**config.mk**
```make
export PLATFORM = sky130hd
export DESIGN_NAME = dsp_serial_port
export DESIGN_NICKNAME = d
export VERILOG_FILES = /design/src/rtl/dsp_pkg.sv /design/src/rtl/dsp_serial_port.sv
export SDC_FILE = /design/constraint.sdc
export NUM_CORES = 1
export LEC_CHECK = 0
export BUFFER_PORTS_ARGS = -buffer_cell sky130_fd_sc_hd__buf_2
export CAP_MARGIN = 20
export CELL_PAD_IN_SITES_DETAIL_PLACEMENT = 1
export CELL_PAD_IN_SITES_GLOBAL_PLACEMENT = 1
export CORE_ASPECT_RATIO = 1.5
export CORE_MARGIN = 3
export CORE_UTILIZATION = 51
export CTS_BUF_LIST = sky130_fd_sc_hd__clkbuf_2 sky130_fd_sc_hd__clkbuf_4 sky130_fd_sc_hd__clkbuf_8
export CTS_CLUSTER_SIZE = 20
export DETAILED_ROUTE_END_ITERATION = 7
export GPL_TIMING_DRIVEN = 0
export PLACE_DENSITY = 0.95
export REMOVE_ABC_BUFFERS = 1
export SYNTH_ARGS = -nofsm -noshare
export SYNTH_HDL_FRONTEND = slang
export SYNTH_SLANG_ARGS = --single-unit
```
**constraint.sdc**
```tcl
create_clock -name clk -period 7.06 [get_ports clk]
set_clock_uncertainty 0.2 [all_clocks]
set_input_delay 1.765 -clock clk [delete_from_list [all_inputs] [get_ports clk]]
set_output_delay 1.765 -clock clk [all_outputs]
set_load 0.05 [all_outputs]
```
**src/rtl/dsp_pkg.sv**
```systemverilog
// Package: register map, field positions, reset values and types of the display serial port
`default_nettype none
package dsp_pkg;
  // ------------------------------------------------------------
  // Register map
  // ------------------------------------------------------------
  localparam int unsigned AW = 5;
  localparam logic [AW-1:0] OFS_OWN = 5'h14;
  localparam logic [AW-1:0] OFS_CTRL = 5'h15;
  localparam logic [AW-1:0] OFS_MCTL = 5'h16;
  localparam logic [AW-1:0] OFS_TXH = 5'h17;
  localparam logic [AW-1:0] OFS_RXH = 5'h18;
  localparam logic [AW-1:0] OFS_STAT = 5'h19;

  // ------------------------------------------------------------
  // Reset values and masks
  // ------------------------------------------------------------
  localparam logic [7:0] OWN_RST = 8'ha0;
  localparam logic [7:0] STAT_RST = 8'h0a;
  // Only enable, two interrupt enables, ack_suppress and stream enable exist
  localparam logic [7:0] CTRL_MASK = 8'hce;

  // ------------------------------------------------------------
  // Field positions
  // ------------------------------------------------------------
  localparam int unsigned CTL_EN = 7;
  localparam int unsigned CTL_ACKS = 3;
  localparam int unsigned CTL_VS = 1;
  localparam int unsigned MC_ARB = 7;
  localparam int unsigned MC_NAK = 6;
  localparam int unsigned MC_REQ = 4;
  localparam int unsigned MC_DIR = 3;
  localparam int unsigned MC_RATE = 0;
  localparam int unsigned RATE_W = 3;
  localparam int unsigned ST_RXF = 7;
  localparam int unsigned ST_TXF = 6;
  localparam int unsigned ST_SCF = 2;

  // ------------------------------------------------------------
  // Timing and bit counting
  // ------------------------------------------------------------
  // Clock divisor for rate code 0; each code step doubles it
  localparam int unsigned DIV_BASE = 20;
  // Cycles SCL is held low before SDA is pulled for a stop
  localparam int unsigned STOP_SETUP = 2;
  localparam logic [3:0] BIT_LAST = 4'h7;
  localparam logic [3:0] BIT_ACK = 4'h8;

  // ------------------------------------------------------------
  // Types
  // ------------------------------------------------------------
  typedef struct packed {
    logic rx_flag;
    logic tx_flag;
    logic match;
    logic slave_dir;
    logic ack_n;
    logic clk_fall;
    logic tx_empty;
    logic rx_full;
  } dsp_status_t;

  typedef enum logic [2:0] {
    M_IDLE, M_START, M_LOW, M_HIGH, M_STOP_LOW, M_STOP_REL
  } dsp_mst_t;

  typedef enum logic [2:0] {
    E_IDLE, E_MADDR, E_SADDR, E_TX, E_RX, E_VS
  } dsp_eng_t;
endpackage
`default_nettype wire

```
**src/rtl/dsp_serial_port.sv**
```systemverilog
// Two-wire serial port: master sequencer, byte engine, flags and registers
`timescale 1ns/1ps
`default_nettype none
module dsp_serial_port #(
  parameter int unsigned DIV_BASE = dsp_pkg::DIV_BASE
) (
  // Clock and reset
  input wire logic clk,
  input wire logic rst,
  // Register port
  input wire logic [dsp_pkg::AW-1:0] reg_addr,
  input wire logic [7:0] reg_wdata,
  input wire logic reg_wr,
  input wire logic reg_rd,
  output logic [7:0] reg_rdata,
  // Two-wire bus, open drain
  input wire logic scl_i,
  output logic scl_o,
  output logic scl_oe,
  input wire logic sda_i,
  output logic sda_o,
  output logic sda_oe,
  // Stream clock pin
  input wire logic vsync_i
);
  localparam int unsigned CW = $clog2(DIV_BASE * 64);

  if (DIV_BASE < 16 || (DIV_BASE % 2) != 0) begin : g_chk
    $error("DIV_BASE must be even and at least 16");
  end

  function automatic logic hit(input logic [dsp_pkg::AW-1:0] a,
                               input logic [dsp_pkg::AW-1:0] ofs);
    return a == ofs;
  endfunction

  function automatic logic addr_match(input logic [7:0] b, input logic [7:0] own);
    if (own[0]) begin
      return (b[7:1] == 7'h00) || (b[7:4] == own[7:4]);
    end
    return b[7:1] == own[7:1];
  endfunction

  // ------------------------------------------------------------
  // Pin synchronisers and line events
  // ------------------------------------------------------------
  logic [2:0] s1_q;
  logic [2:0] s2_q;
  logic [2:0] s3_q;

  always_ff @(posedge clk) begin
    if (rst) begin
      s1_q <= 3'h3;
      s2_q <= 3'h3;
      s3_q <= 3'h3;
    end else begin
      s1_q <= {vsync_i, sda_i, scl_i};
      s2_q <= s1_q;
      s3_q <= s2_q;
    end
  end

  logic scl_s, sda_s, scl_rise, scl_fall, vs_rise, start_det, stop_det;
  assign scl_s = s2_q[0];
  assign sda_s = s2_q[1];
  assign scl_rise = scl_s & ~s3_q[0];
  assign scl_fall = ~scl_s & s3_q[0];
  assign vs_rise = s2_q[2] & ~s3_q[2];
  assign start_det = scl_s & s3_q[0] & ~sda_s & s3_q[1];
  assign stop_det = scl_s & s3_q[0] & sda_s & ~s3_q[1];

  // ------------------------------------------------------------
  // Software configuration
  // ------------------------------------------------------------
  logic [7:0] own_q;
  logic [7:0] ctrl_q;
  logic mdir_q;
  logic [dsp_pkg::RATE_W-1:0] rate_q;
  logic wr_own, wr_ctrl, wr_mctl, wr_st, wr_tx, rd_rx;
  logic en, acks, vs, en_rise;

  assign wr_own = reg_wr & hit(reg_addr, dsp_pkg::OFS_OWN);
  assign wr_ctrl = reg_wr & hit(reg_addr, dsp_pkg::OFS_CTRL);
  assign wr_mctl = reg_wr & hit(reg_addr, dsp_pkg::OFS_MCTL);
  assign wr_st = reg_wr & hit(reg_addr, dsp_pkg::OFS_STAT);
  assign en = ctrl_q[dsp_pkg::CTL_EN];
  assign acks = ctrl_q[dsp_pkg::CTL_ACKS];
  assign vs = ctrl_q[dsp_pkg::CTL_VS];
  // A holding write while disabled is dropped
  assign wr_tx = reg_wr & hit(reg_addr, dsp_pkg::OFS_TXH) & en;
  assign rd_rx = reg_rd & hit(reg_addr, dsp_pkg::OFS_RXH) & en;
  assign en_rise = wr_ctrl & reg_wdata[dsp_pkg::CTL_EN] & ~en;

  always_ff @(posedge clk) begin
    if (rst) begin
      own_q <= dsp_pkg::OWN_RST;
      ctrl_q <= '0;
      mdir_q <= 1'b0;
      rate_q <= '0;
    end else begin
      if (wr_own) begin
        own_q <= reg_wdata;
      end
      if (wr_ctrl) begin
        ctrl_q <= reg_wdata & dsp_pkg::CTRL_MASK;
      end
      if (wr_mctl) begin
        mdir_q <= reg_wdata[dsp_pkg::MC_DIR];
        rate_q <= reg_wdata[dsp_pkg::MC_RATE +: dsp_pkg::RATE_W];
      end
    end
  end

  // ------------------------------------------------------------
  // Master control flags
  // ------------------------------------------------------------
  logic mreq_q, arb_q, nak_q, busy_q;
  logic arb_ev, nak_ev, mst_act, tx_like, rx_like;
  dsp_pkg::dsp_mst_t mst_q;
  dsp_pkg::dsp_eng_t eng_q;
  logic [3:0] bitn_q;
  logic eng_sda_q;

  assign mst_act = mst_q != dsp_pkg::M_IDLE;
  assign tx_like = (eng_q == dsp_pkg::E_MADDR) || (eng_q == dsp_pkg::E_TX);
  assign rx_like = (eng_q == dsp_pkg::E_SADDR) || (eng_q == dsp_pkg::E_RX);
  // Released SDA read back low while we send: another master won
  assign arb_ev = mst_act & tx_like & scl_rise & (bitn_q < dsp_pkg::BIT_ACK)
                  & ~eng_sda_q & ~sda_s;
  assign nak_ev = mst_act & tx_like & scl_rise & (bitn_q == dsp_pkg::BIT_ACK)
                  & sda_s;

  always_ff @(posedge clk) begin
    if (rst) begin
      mreq_q <= 1'b0;
      arb_q <= 1'b0;
      nak_q <= 1'b0;
      busy_q <= 1'b0;
    end else begin
      if (wr_mctl) begin
        // A fresh request on a busy bus is refused
        mreq_q <= reg_wdata[dsp_pkg::MC_REQ] & (mreq_q | ~busy_q) & en;
        if (!reg_wdata[dsp_pkg::MC_ARB]) begin
          arb_q <= 1'b0;
        end
        if (!reg_wdata[dsp_pkg::MC_NAK]) begin
          nak_q <= 1'b0;
        end
        if (reg_wdata[dsp_pkg::MC_REQ] && !mreq_q && busy_q) begin
          arb_q <= 1'b1;
        end
      end
      if (arb_ev) begin
        arb_q <= 1'b1;
        mreq_q <= 1'b0;
      end
      if (nak_ev) begin
        nak_q <= 1'b1;
        mreq_q <= 1'b0;
      end
      if (!en) begin
        mreq_q <= 1'b0;
      end
      if (start_det) begin
        busy_q <= 1'b1;
      end else if (stop_det || (en_rise && reg_wdata[dsp_pkg::CTL_VS])) begin
        busy_q <= 1'b0;
      end
    end
  end

  // ------------------------------------------------------------
  // Master clock and start/stop sequencer
  // ------------------------------------------------------------
  logic [CW-1:0] mcnt_q;
  logic [CW-1:0] half_lim;
  logic stop_req_q;
  logic mst_scl, mst_sda;

  assign half_lim = CW'(((DIV_BASE / 2) << rate_q) - 1);

  always_ff @(posedge clk) begin
    if (rst) begin
      mst_q <= dsp_pkg::M_IDLE;
      mcnt_q <= '0;
    end else if (!en || arb_ev) begin
      mst_q <= dsp_pkg::M_IDLE;
      mcnt_q <= '0;
    end else begin
      mcnt_q <= mcnt_q + CW'(1);
      unique case (mst_q)
        dsp_pkg::M_IDLE: begin
          mcnt_q <= '0;
          if (mreq_q && !busy_q) begin
            mst_q <= dsp_pkg::M_START;
          end
        end
        dsp_pkg::M_START, dsp_pkg::M_LOW: begin
          if (mcnt_q == half_lim) begin
            mst_q <= dsp_pkg::M_HIGH;
            if (mst_q == dsp_pkg::M_START) begin
              mst_q <= dsp_pkg::M_LOW;
            end
            mcnt_q <= '0;
          end
        end
        dsp_pkg::M_HIGH: begin
          // High time counts only once the line is really high
          if (!scl_s) begin
            mcnt_q <= '0;
          end else if (mcnt_q == half_lim) begin
            mst_q <= stop_req_q ? dsp_pkg::M_STOP_LOW : dsp_pkg::M_LOW;
            mcnt_q <= '0;
          end
        end
        dsp_pkg::M_STOP_LOW: begin
          if (mcnt_q == half_lim) begin
            mst_q <= dsp_pkg::M_STOP_REL;
            mcnt_q <= '0;
          end
        end
        dsp_pkg::M_STOP_REL: begin
          if (!scl_s) begin
            mcnt_q <= '0;
          end else if (mcnt_q == half_lim) begin
            mst_q <= dsp_pkg::M_IDLE;
          end
        end
      endcase
    end
  end

  assign mst_scl = (mst_q == dsp_pkg::M_LOW) || (mst_q == dsp_pkg::M_STOP_LOW);
  // SDA falls only after SCL is low, so no false start precedes the stop
  assign mst_sda = (mst_q == dsp_pkg::M_START) || (mst_q == dsp_pkg::M_STOP_REL)
                   || ((mst_q == dsp_pkg::M_STOP_LOW) && (mcnt_q >= CW'(dsp_pkg::STOP_SETUP)));

  // ------------------------------------------------------------
  // Byte engine, holding registers and status
  // ------------------------------------------------------------
  logic [7:0] sh_q, txh_q, rxh_q, pend_b_q;
  logic [7:0] rxb;
  logic stretch_q, pend_q, pend_m_q, wtx_q;
  dsp_pkg::dsp_status_t st_q;

  assign rxb = {sh_q[6:0], sda_s};

  always_ff @(posedge clk) begin
    if (rst) begin
      eng_q <= dsp_pkg::E_IDLE;
      st_q <= dsp_pkg::STAT_RST;
      sh_q <= 8'hff;
      txh_q <= 8'h00;
      rxh_q <= 8'h00;
      pend_b_q <= 8'h00;
      bitn_q <= 4'h0;
      eng_sda_q <= 1'b0;
      stretch_q <= 1'b0;
      pend_q <= 1'b0;
      pend_m_q <= 1'b0;
      wtx_q <= 1'b0;
      stop_req_q <= 1'b0;
    end else if (!en) begin
      eng_q <= dsp_pkg::E_IDLE;
      eng_sda_q <= 1'b0;
      stretch_q <= 1'b0;
      pend_q <= 1'b0;
      wtx_q <= 1'b0;
      stop_req_q <= 1'b0;
      st_q.rx_flag <= 1'b0;
      st_q.tx_flag <= 1'b0;
      st_q.clk_fall <= 1'b0;
      st_q.tx_empty <= 1'b1;
      st_q.rx_full <= 1'b0;
    end else begin
      // Software clears come first so a same-cycle hardware set wins
      if (wr_st) begin
        if (!reg_wdata[dsp_pkg::ST_RXF]) begin
          st_q.rx_flag <= 1'b0;
        end
        if (!reg_wdata[dsp_pkg::ST_TXF]) begin
          st_q.tx_flag <= 1'b0;
        end
        if (!reg_wdata[dsp_pkg::ST_SCF]) begin
          st_q.clk_fall <= 1'b0;
        end
      end
      if (!vs) begin
        st_q.clk_fall <= 1'b0;
      end else begin
        st_q.slave_dir <= 1'b1;
        if (scl_fall) begin
          st_q.clk_fall <= 1'b1;
        end
      end
      if (!mst_act) begin
        stop_req_q <= 1'b0;
      end
      if (rd_rx) begin
        st_q.rx_full <= 1'b0;
        if (pend_q) begin
          rxh_q <= pend_b_q;
          st_q.match <= pend_m_q;
          st_q.rx_full <= 1'b1;
          st_q.rx_flag <= 1'b1;
          pend_q <= 1'b0;
          stretch_q <= wtx_q;
        end
      end
      if (wr_tx) begin
        txh_q <= reg_wdata;
        st_q.tx_empty <= 1'b0;
        if (wtx_q) begin
          // Stretched waiting for data: load now and let SCL go unless a received byte is still pending
          sh_q <= reg_wdata;
          eng_sda_q <= ~reg_wdata[7];
          st_q.tx_empty <= 1'b1;
          st_q.tx_flag <= 1'b1;
          wtx_q <= 1'b0;
          stretch_q <= pend_q;
        end
      end
      // Line sequencing
      if (vs) begin
        if (eng_q != dsp_pkg::E_VS) begin
          eng_q <= dsp_pkg::E_VS;
          bitn_q <= dsp_pkg::BIT_ACK;
          eng_sda_q <= 1'b0;
          stretch_q <= 1'b0;
        end else if (vs_rise) begin
          if (bitn_q < dsp_pkg::BIT_ACK) begin
            eng_sda_q <= ~sh_q[7];
            sh_q <= {sh_q[6:0], 1'b1};
            bitn_q <= bitn_q + 4'h1;
          end else begin
            // Ninth stream bit is left released; fetch the next byte
            eng_sda_q <= 1'b0;
            bitn_q <= 4'h0;
            // A holding write in the reload cycle goes straight to the shifter
            if (wr_tx || !st_q.tx_empty) begin
              sh_q <= wr_tx ? reg_wdata : txh_q;
              st_q.tx_flag <= 1'b1;
              st_q.tx_empty <= 1'b1;
            end
          end
        end
      end else if (eng_q == dsp_pkg::E_VS) begin
        eng_q <= dsp_pkg::E_IDLE;
        eng_sda_q <= 1'b0;
      end else if (start_det) begin
        bitn_q <= 4'h0;
        stretch_q <= 1'b0;
        wtx_q <= 1'b0;
        if (mst_q == dsp_pkg::M_START) begin
          eng_q <= dsp_pkg::E_MADDR;
          sh_q <= {own_q[7:1], mdir_q};
          eng_sda_q <= 1'b1;
        end else begin
          eng_q <= dsp_pkg::E_SADDR;
          eng_sda_q <= 1'b0;
        end
      end else if (stop_det || arb_ev) begin
        eng_q <= dsp_pkg::E_IDLE;
        eng_sda_q <= 1'b0;
        stretch_q <= 1'b0;
        wtx_q <= 1'b0;
      end else if (eng_q != dsp_pkg::E_IDLE && scl_fall) begin
        if (bitn_q < dsp_pkg::BIT_ACK) begin
          eng_sda_q <= tx_like & ~sh_q[7];
        end else begin
          eng_sda_q <= rx_like & ~acks;
        end
        if (pend_q || wtx_q) begin
          stretch_q <= 1'b1;
        end
      end else if (eng_q != dsp_pkg::E_IDLE && scl_rise) begin
        if (bitn_q < dsp_pkg::BIT_ACK) begin
          sh_q <= rxb;
          bitn_q <= bitn_q + 4'h1;
          if (bitn_q == dsp_pkg::BIT_LAST && rx_like) begin
            if (eng_q == dsp_pkg::E_SADDR && !addr_match(rxb, own_q)) begin
              eng_q <= dsp_pkg::E_IDLE;
            end else begin
              if (eng_q == dsp_pkg::E_SADDR) begin
                st_q.slave_dir <= rxb[0];
              end
              // A read in the same cycle frees the holding register at once
              if (!st_q.rx_full || rd_rx) begin
                rxh_q <= rxb;
                st_q.match <= eng_q == dsp_pkg::E_SADDR;
                st_q.rx_full <= 1'b1;
                st_q.rx_flag <= 1'b1;
              end else begin
                pend_q <= 1'b1;
                pend_b_q <= rxb;
                pend_m_q <= eng_q == dsp_pkg::E_SADDR;
              end
            end
          end
        end else begin
          bitn_q <= 4'h0;
          if (tx_like) begin
            st_q.ack_n <= sda_s;
          end
          if (mst_act && (sda_s && tx_like || !mreq_q)) begin
            eng_q <= dsp_pkg::E_IDLE;
            stop_req_q <= 1'b1;
          end else if (tx_like && sda_s) begin
            eng_q <= dsp_pkg::E_IDLE;
          end else begin
            if (eng_q == dsp_pkg::E_MADDR) begin
              eng_q <= mdir_q ? dsp_pkg::E_RX : dsp_pkg::E_TX;
            end else if (eng_q == dsp_pkg::E_SADDR) begin
              eng_q <= rxb[0] ? dsp_pkg::E_TX : dsp_pkg::E_RX;
            end
            if ((eng_q == dsp_pkg::E_MADDR && !mdir_q) || eng_q == dsp_pkg::E_TX
                || (eng_q == dsp_pkg::E_SADDR && st_q.slave_dir)) begin
              if (wr_tx || !st_q.tx_empty) begin
                sh_q <= wr_tx ? reg_wdata : txh_q;
                st_q.tx_flag <= 1'b1;
                st_q.tx_empty <= 1'b1;
              end else begin
                wtx_q <= 1'b1;
              end
            end
          end
        end
      end
    end
  end

  // ------------------------------------------------------------
  // Pin drivers and read port
  // ------------------------------------------------------------
  always_ff @(posedge clk) begin
    if (rst) begin
      scl_oe <= 1'b0;
      sda_oe <= 1'b0;
      scl_o <= 1'b0;
      sda_o <= 1'b0;
    end else begin
      scl_oe <= mst_scl | stretch_q;
      sda_oe <= mst_sda | eng_sda_q;
      scl_o <= 1'b0;
      sda_o <= 1'b0;
    end
  end

  always_ff @(posedge clk) begin
    if (rst) begin
      reg_rdata <= 8'h00;
    end else begin
      reg_rdata <= 8'h00;
      if (reg_rd) begin
        case (reg_addr)
          dsp_pkg::OFS_OWN: reg_rdata <= own_q;
          dsp_pkg::OFS_CTRL: reg_rdata <= ctrl_q;
          dsp_pkg::OFS_MCTL: reg_rdata <= {arb_q, nak_q, busy_q, mreq_q, mdir_q, rate_q};
          dsp_pkg::OFS_STAT: reg_rdata <= st_q;
          dsp_pkg::OFS_RXH: reg_rdata <= rxh_q;
          default: reg_rdata <= 8'h00;
        endcase
      end
    end
  end
endmodule
`default_nettype wire

```
; Word level (Yosys, flattened, before mapping)
; Index checks and enable logic that the tools add are counted.
[op_classes]
n_mux = 221
n_lt_le_gt_ge = 2
n_bitwise = 52
reduce_logical = 61
div = 0
shifts = 1
add_sub_neg = 3
n_eq_ne = 40
n_mul = 0
[ops]
columns = operator, count
row1 = $mux 8, 30
row2 = $mux 1, 136
row3 = $mux 3, 25
row4 = $pmux 11 s4, 1
row5 = $pmux 8 s5, 1
row6 = $mux 4, 9
row7 = $mux 11, 3
row8 = $eq 5x5->1 const B, 6
row9 = $and 1x1->1, 29
row10 = $mux 5, 5
row11 = $mux 2, 10
row12 = $not 1->1, 20
row13 = $ne 2x2->1 const B, 8
row14 = $logic_or 1x1->1, 15
row15 = $pmux 3 s5, 1
row16 = $logic_and 1x1->1, 13
row17 = $eq 3x2->1 const B, 4
row18 = $eq 3x3->1 const B, 4
row19 = $ne 6x3->1 const B, 2
row20 = $reduce_and 6->1, 2
row21 = $add 11x1->11 const B, 1
row22 = $eq 11x11->1, 1
row23 = $ge 11x2->1 const B, 1
row24 = $reduce_and 11->1, 1
row25 = 28 further kinds, 52
[totals]
latch_bits = 0
memories = 0
inputBits = 20
mem_bits_rw = 0
romBits = 0
register_bits = 107

; Logic depth before layout (Yosys ltp)
[depth]
word_depth = 36
depth_mapped = 13

; Worst setup path after synthesis
; OpenSTA, ideal clock, no wires.
[synth_path]
path_kind = input to register
startpoint = in reg_addr[2] in the netlist's numbering
endpoint = reg sh_q[7]
arrival_time_ns = 3.464
t_required_ns = 6.736
n_path_buf = 1
cell_stages = 8
path_slack_ns = 3.272
setup_ns = 0.124
path_cell_list = nor2b_1 > and4_1 > clkbuf_1 > mux2i_1 > inv_1 > a221oi_1 > a221oi_1 > a2111o_1
[synth_via]
elab_chain_cells = 15
elab_cells_between_ends = 21
[synth_rtl]
columns = item, line_no
row1 = start: declaration, dsp_serial_port.sv:11  ; input wire logic [dsp_pkg::AW-1:0] reg_addr,
row2 = $eq 5x5->1 *, dsp_serial_port.sv:34  ; return a == ofs;
row3 = $and 1x1->1 * (2 in a row), dsp_serial_port.sv:90  ; assign wr_tx = reg_wr & hit(reg_addr, dsp_pkg::OFS_TXH) & en;
row4 = "$mux 8, or another cell as far along", dsp_serial_port.sv:310  ; if (wr_tx) begin
row5 = $mux 8, "dsp_serial_port.sv:340, dsp_serial_port.sv:418"
row6 = $mux 8, dsp_serial_port.sv:416  ; if ((eng_q == dsp_pkg::E_MADDR && !mdir_q) || eng_q == dsp_pkg::E_TX
row7 = $mux 8, dsp_serial_port.sv:408  ; end else if (tx_like && sda_s) begin
row8 = $mux 8, dsp_serial_port.sv:405  ; if (mst_act && (sda_s && tx_like || !mreq_q)) begin
row9 = $mux 8, dsp_serial_port.sv:377  ; if (bitn_q < dsp_pkg::BIT_ACK) begin
row10 = $mux 8, dsp_serial_port.sv:376  ; end else if (eng_q != dsp_pkg::E_IDLE && scl_rise) begin
row11 = $mux 8, dsp_serial_port.sv:367  ; end else if (eng_q != dsp_pkg::E_IDLE && scl_fall) begin
row12 = $mux 8, dsp_serial_port.sv:362  ; end else if (stop_det || arb_ev) begin
row13 = $mux 8, dsp_serial_port.sv:350  ; end else if (start_det) begin
row14 = $mux 8, dsp_serial_port.sv:347  ; end else if (eng_q == dsp_pkg::E_VS) begin
row15 = $mux 8 *, dsp_serial_port.sv:324  ; if (vs) begin
row16 = end signal: assignment, dsp_serial_port.sv:333  ; sh_q <= {sh_q[6:0], 1'b1};
row17 = end signal: assignment, dsp_serial_port.sv:356  ; sh_q <= {own_q[7:1], mdir_q};
row18 = end signal: assignment, dsp_serial_port.sv:378  ; sh_q <= rxb;
row19 = end: declaration, dsp_serial_port.sv:241  ; logic [7:0] sh_q, txh_q, rxh_q, pend_b_q;
; Every way passes the cells marked *; elsewhere a longest branch is shown, timed or not.
; A chain may end at the register's enable or synchronous reset.

; Final worst setup path
[layout_path]
startpoint = in reg_wr
endpoint = reg sh_q[7]
[layout_via]
elab_chain_cells = 14
elab_cells_between_ends = 20
[layout_rtl]
columns = item, line_no
row1 = start: declaration, dsp_serial_port.sv:13  ; input wire logic reg_wr,
row2 = $and 1x1->1 * (2 in a row), dsp_serial_port.sv:90
row3 = "$mux 8, or another cell as far along", dsp_serial_port.sv:310
row4 = $mux 8, "dsp_serial_port.sv:340, dsp_serial_port.sv:418"
row5 = $mux 8, dsp_serial_port.sv:416
row6 = $mux 8, dsp_serial_port.sv:408
row7 = $mux 8, dsp_serial_port.sv:405
row8 = $mux 8, dsp_serial_port.sv:377
row9 = $mux 8, dsp_serial_port.sv:376
row10 = $mux 8, dsp_serial_port.sv:367
row11 = $mux 8, dsp_serial_port.sv:362
row12 = $mux 8, dsp_serial_port.sv:350
row13 = $mux 8, dsp_serial_port.sv:347
row14 = $mux 8 *, dsp_serial_port.sv:324
; Marked as above.

==> metrics.md <==
| Metric | Value |
|---|---|
| RR Endpoint | mcnt_q[6] |
| Setup_tns | 0 ns |
| Final Cycle Share | about 64% |
| Chip height | 141 µm |
| Core Footprint | 0.0117 mm² |
| Area leader, netlist | dfxtp_1 |
| Post-synth top area share | 34.4% |
| Crit. Startpoint | reg_wr |
| Initial DRC count | 487 |
| Vias | 6,502 |
| WL met3 | between 1000 and 1500 µm |
| WL final | 22,500 µm |
| Largest net degree at the start of global routing | 52 |
| P_leak | 2.33 nW |
| Highest metal used | met4 |
| Cell area after synthesis | 0.00622 mm² |
| Sequential share of the synthesized area | 34.4% |
| Power, Total | 1.08 mW |
| Count leader, synth | dfxtp_1 |
| Clk Latency, worst-skew pair | 0.40 ns |
| Outcome | finished clean |
| Crit path arrival time | 4.62 ns |
| Resize count post-CTS | 0 |
| # setup viols final | 0 |
| Met2 wire len | 11,300 µm |
| CP required | 7.15 ns |
| Dpl hpwl | around 16,000 µm |
| Worst Tran Pin Value | about 1.1 ns |
| Depth of the worst register-to-register path | 6 |
| Unrepaired setup endpoints after global routing | no |
| Residual DRC | 0 |
| CTS buffer count | 9 |
| DRT Pass-1 Iters | 5 |
| Met1 WL | 8020 µm |
| I/O Buffers | 29 |
| Worst R2R Setup Slack | 3.25 ns |
| CTS clock-pin slew for the worst setup and hold paths | around 0.12 ns |
| Clock Sinks | roughly 110 |
| Num rows | 48 |
| #FFs+latches synth | 107 |
| CP max stage cell | and4_1 |
| Initial Util | 53.1% |
| Most frequent cells after synthesis | dfxtp_1 (107), nor2_1 (85), nand2_1 (83) |
| Startpoint type of the worst setup path | input port |
| Vias per cell | just under 7 |
| Max-slew violations | 0 |
| Deepest clock path buffer count | 2 |
| Cell mode on critical path | and4_1 |
| Slew Limit Headroom | 24.7% |
| Setup bufs post-CTS | 0 |
| Cts hold-fix bufs | 0 |
| Die width | 96.2 µm |
| Die ar. | 0.0136 mm² |
| Kind of critical path | in -> reg |
| Initial antenna violation count | 0 |
| Synth area leaders | dfxtp_1 (34%), a21oi_1 (5.1%), nor2_1 (5.1%) |
| Crit path cell chain | buf_2 > and4_1 > and4_1 > mux2i_1 > a21oi_1 > o21ai_0 > a221oi_1 > a2111o_1 |
| Global-route wire length before repair | 35,500 µm |
| Critical Path Sink | sh_q[7] |
| Total gr overflow | 0 |
| Syn avg cell area | just under 8 µm² |
| Post-synth EDFFs | 0 |
| Per-cell routed wire length | 24.0 µm |
| Pwr dens | between 150 and 200 mW/mm² |
| Asr flop ratio synth | 0% |
| Antenna Nets Post-Route | 0 |
| Area growth syn-to-layout | 5.53% |
| Final Wtd Congestion | 0.941 |
| Total track usage | 33.8% |
| Tightest Hold Check Type | reg -> reg |
| Fin nets | just over 800 |
| Reg2reg start | ctrl_q[7] |
| Synth Warn # | 0 |
| Synth Instances | 800 |
| Slowest cell delay on critical path | 0.74 ns |
| Vias in the first global route | 6,854 |
| Top_reg_cell synth | dfxtp_1 |
| Root Buffer Master | clkbuf_8 |
| Fmax | about 220 MHz |
| Tmin final | roughly 4.5 ns |
| CP Capture Type | flop |
| Netlist cell types | 77 |
| CTS tree | done |
| Crit-path max FO | 22 |
| Peak VDD IR | 0.0973 mV |
| Max Cap Viol | 0 |
| Layout cells sized above 1 | 9.76% |
| Io pins | 32 |
| Antenna cells | 0 |
| Htree depth | 3 |
| Hold Fails Final Rpt | 0 |
[through the flow]
stage	cell area (µm²)	std cells	setup WS (ns)	hold slack [ns]	util (%)
2_1_floorplan	5960	740	2.99	0.189	-
3_3_place_gp	6300	919	2.15	0.200	53.8
3_5_place_dp	6330	921	2.35	0.203	54.0
4_1_cts	6550	937	2.63	0.227	55.9
5_1_grt	6570	939	2.42	0.242	56.1
6_report	6570	939	2.53	0.223	56.1
[kinds of logic after synthesis]
logic type	count (synthesis)	synth area share, %
mux	37	6.07
compound gates	219	23.9
buf+inv	82	5.51
fa+ha+maj	6	1.17
other cells	1	0.0603
xor+xnor	23	3.24
simple gates	325	25.6
flops	107	34.4
[cell usage in the layout (no fill, tap or decap), drive strengths merged, types with 4 or more instances in the layout]
cell and n:
dfxtp 107, nor2 85, nand2 83, a21oi 64
nand3 39, o21ai 36, buf 32, mux2i 31
nor3 27, inv 23, a31oi 21, a22oi 18
nor2b 15, xnor2 13, or3 13, xor2 10
clkbuf 10, and3 9, or2 9, a2111oi 9
nand4 8, nand2b 7, o31ai 6, o211ai 6
a221oi 6, mux2 6, o21a 6, nor4 5
a211o 5, ha 5, clkinv 5, a21o 4
and2 4, o32a 4, o311ai 4, a211oi 4
[metal layers]
layer  track usage [%]  vias to the layer above
li1                  -                     2866
met1              37.6                     3129
met2              57.7                      364
met3              5.31                      143
met4              22.8                        0
met5                 0                        -
[sequential cells by signal (all words and copies together) (netlist names), 3 cells and up]
| signal | flops |
|---|---|
| s3_q | 3 |
| s1_q | 3 |
| ctrl_q | 5 |
| own_q | 8 |
| rxh_q | 8 |
| mst_q | 3 |
| pend_b_q | 8 |
| sh_q | 8 |
| txh_q | 8 |
| reg_rdata | 8 |
| st_q | 8 |
| bitn_q | 4 |
| rate_q | 3 |
| mcnt_q | 11 |
| eng_q | 3 |
| s2_q | 3 |
[worst max-delay path, delay by kind of cell]
| kind | cells | cell delay (ns) |
|---|---|---|
| AND/OR/NAND/NOR | 2 | 1.07 |
| AO/OA/AOI/OAI | 4 | 0.90 |
| multiplexers | 1 | 0.53 |
| buffers and inverters | 1 | 0.35 |
[worst min-delay path by stage]
stage,slack [ns],cells past startpoint,startpoint,end
after global routing,0.24,1,s1_q[1],s2_q[1]
after floorplan,0.19,1,s1_q[0],s2_q[0]
after detailed placement,0.20,1,s1_q[1],s2_q[1]
after CTS,0.23,1,s1_q[1],s2_q[1]
after global placement,0.20,1,s1_q[1],s2_q[1]
final,0.22,1,s1_q[1],s2_q[1]
[area by class of cell]
type	count	area [µm²]
Clock buffer	9	124
Clock inverter	7	93.8
Fill cell	1487	5140
Inverter	21	81.3
Multi-Input combinational cell	612	3750
Sequential cell	107	2140
Tap cell	150	188
Timing Repair Buffer	33	191
[where the power goes]
part | internal, mW | switching, mW | total (mW)
clock network | 0.145 | 0.263 | 0.408
registers | 0.607 | 0.00541 | 0.612
logic | 0.0170 | 0.0391 | 0.0561
total | 0.769 | 0.307 | 1.08
Power figures use the tool's default switching activity.
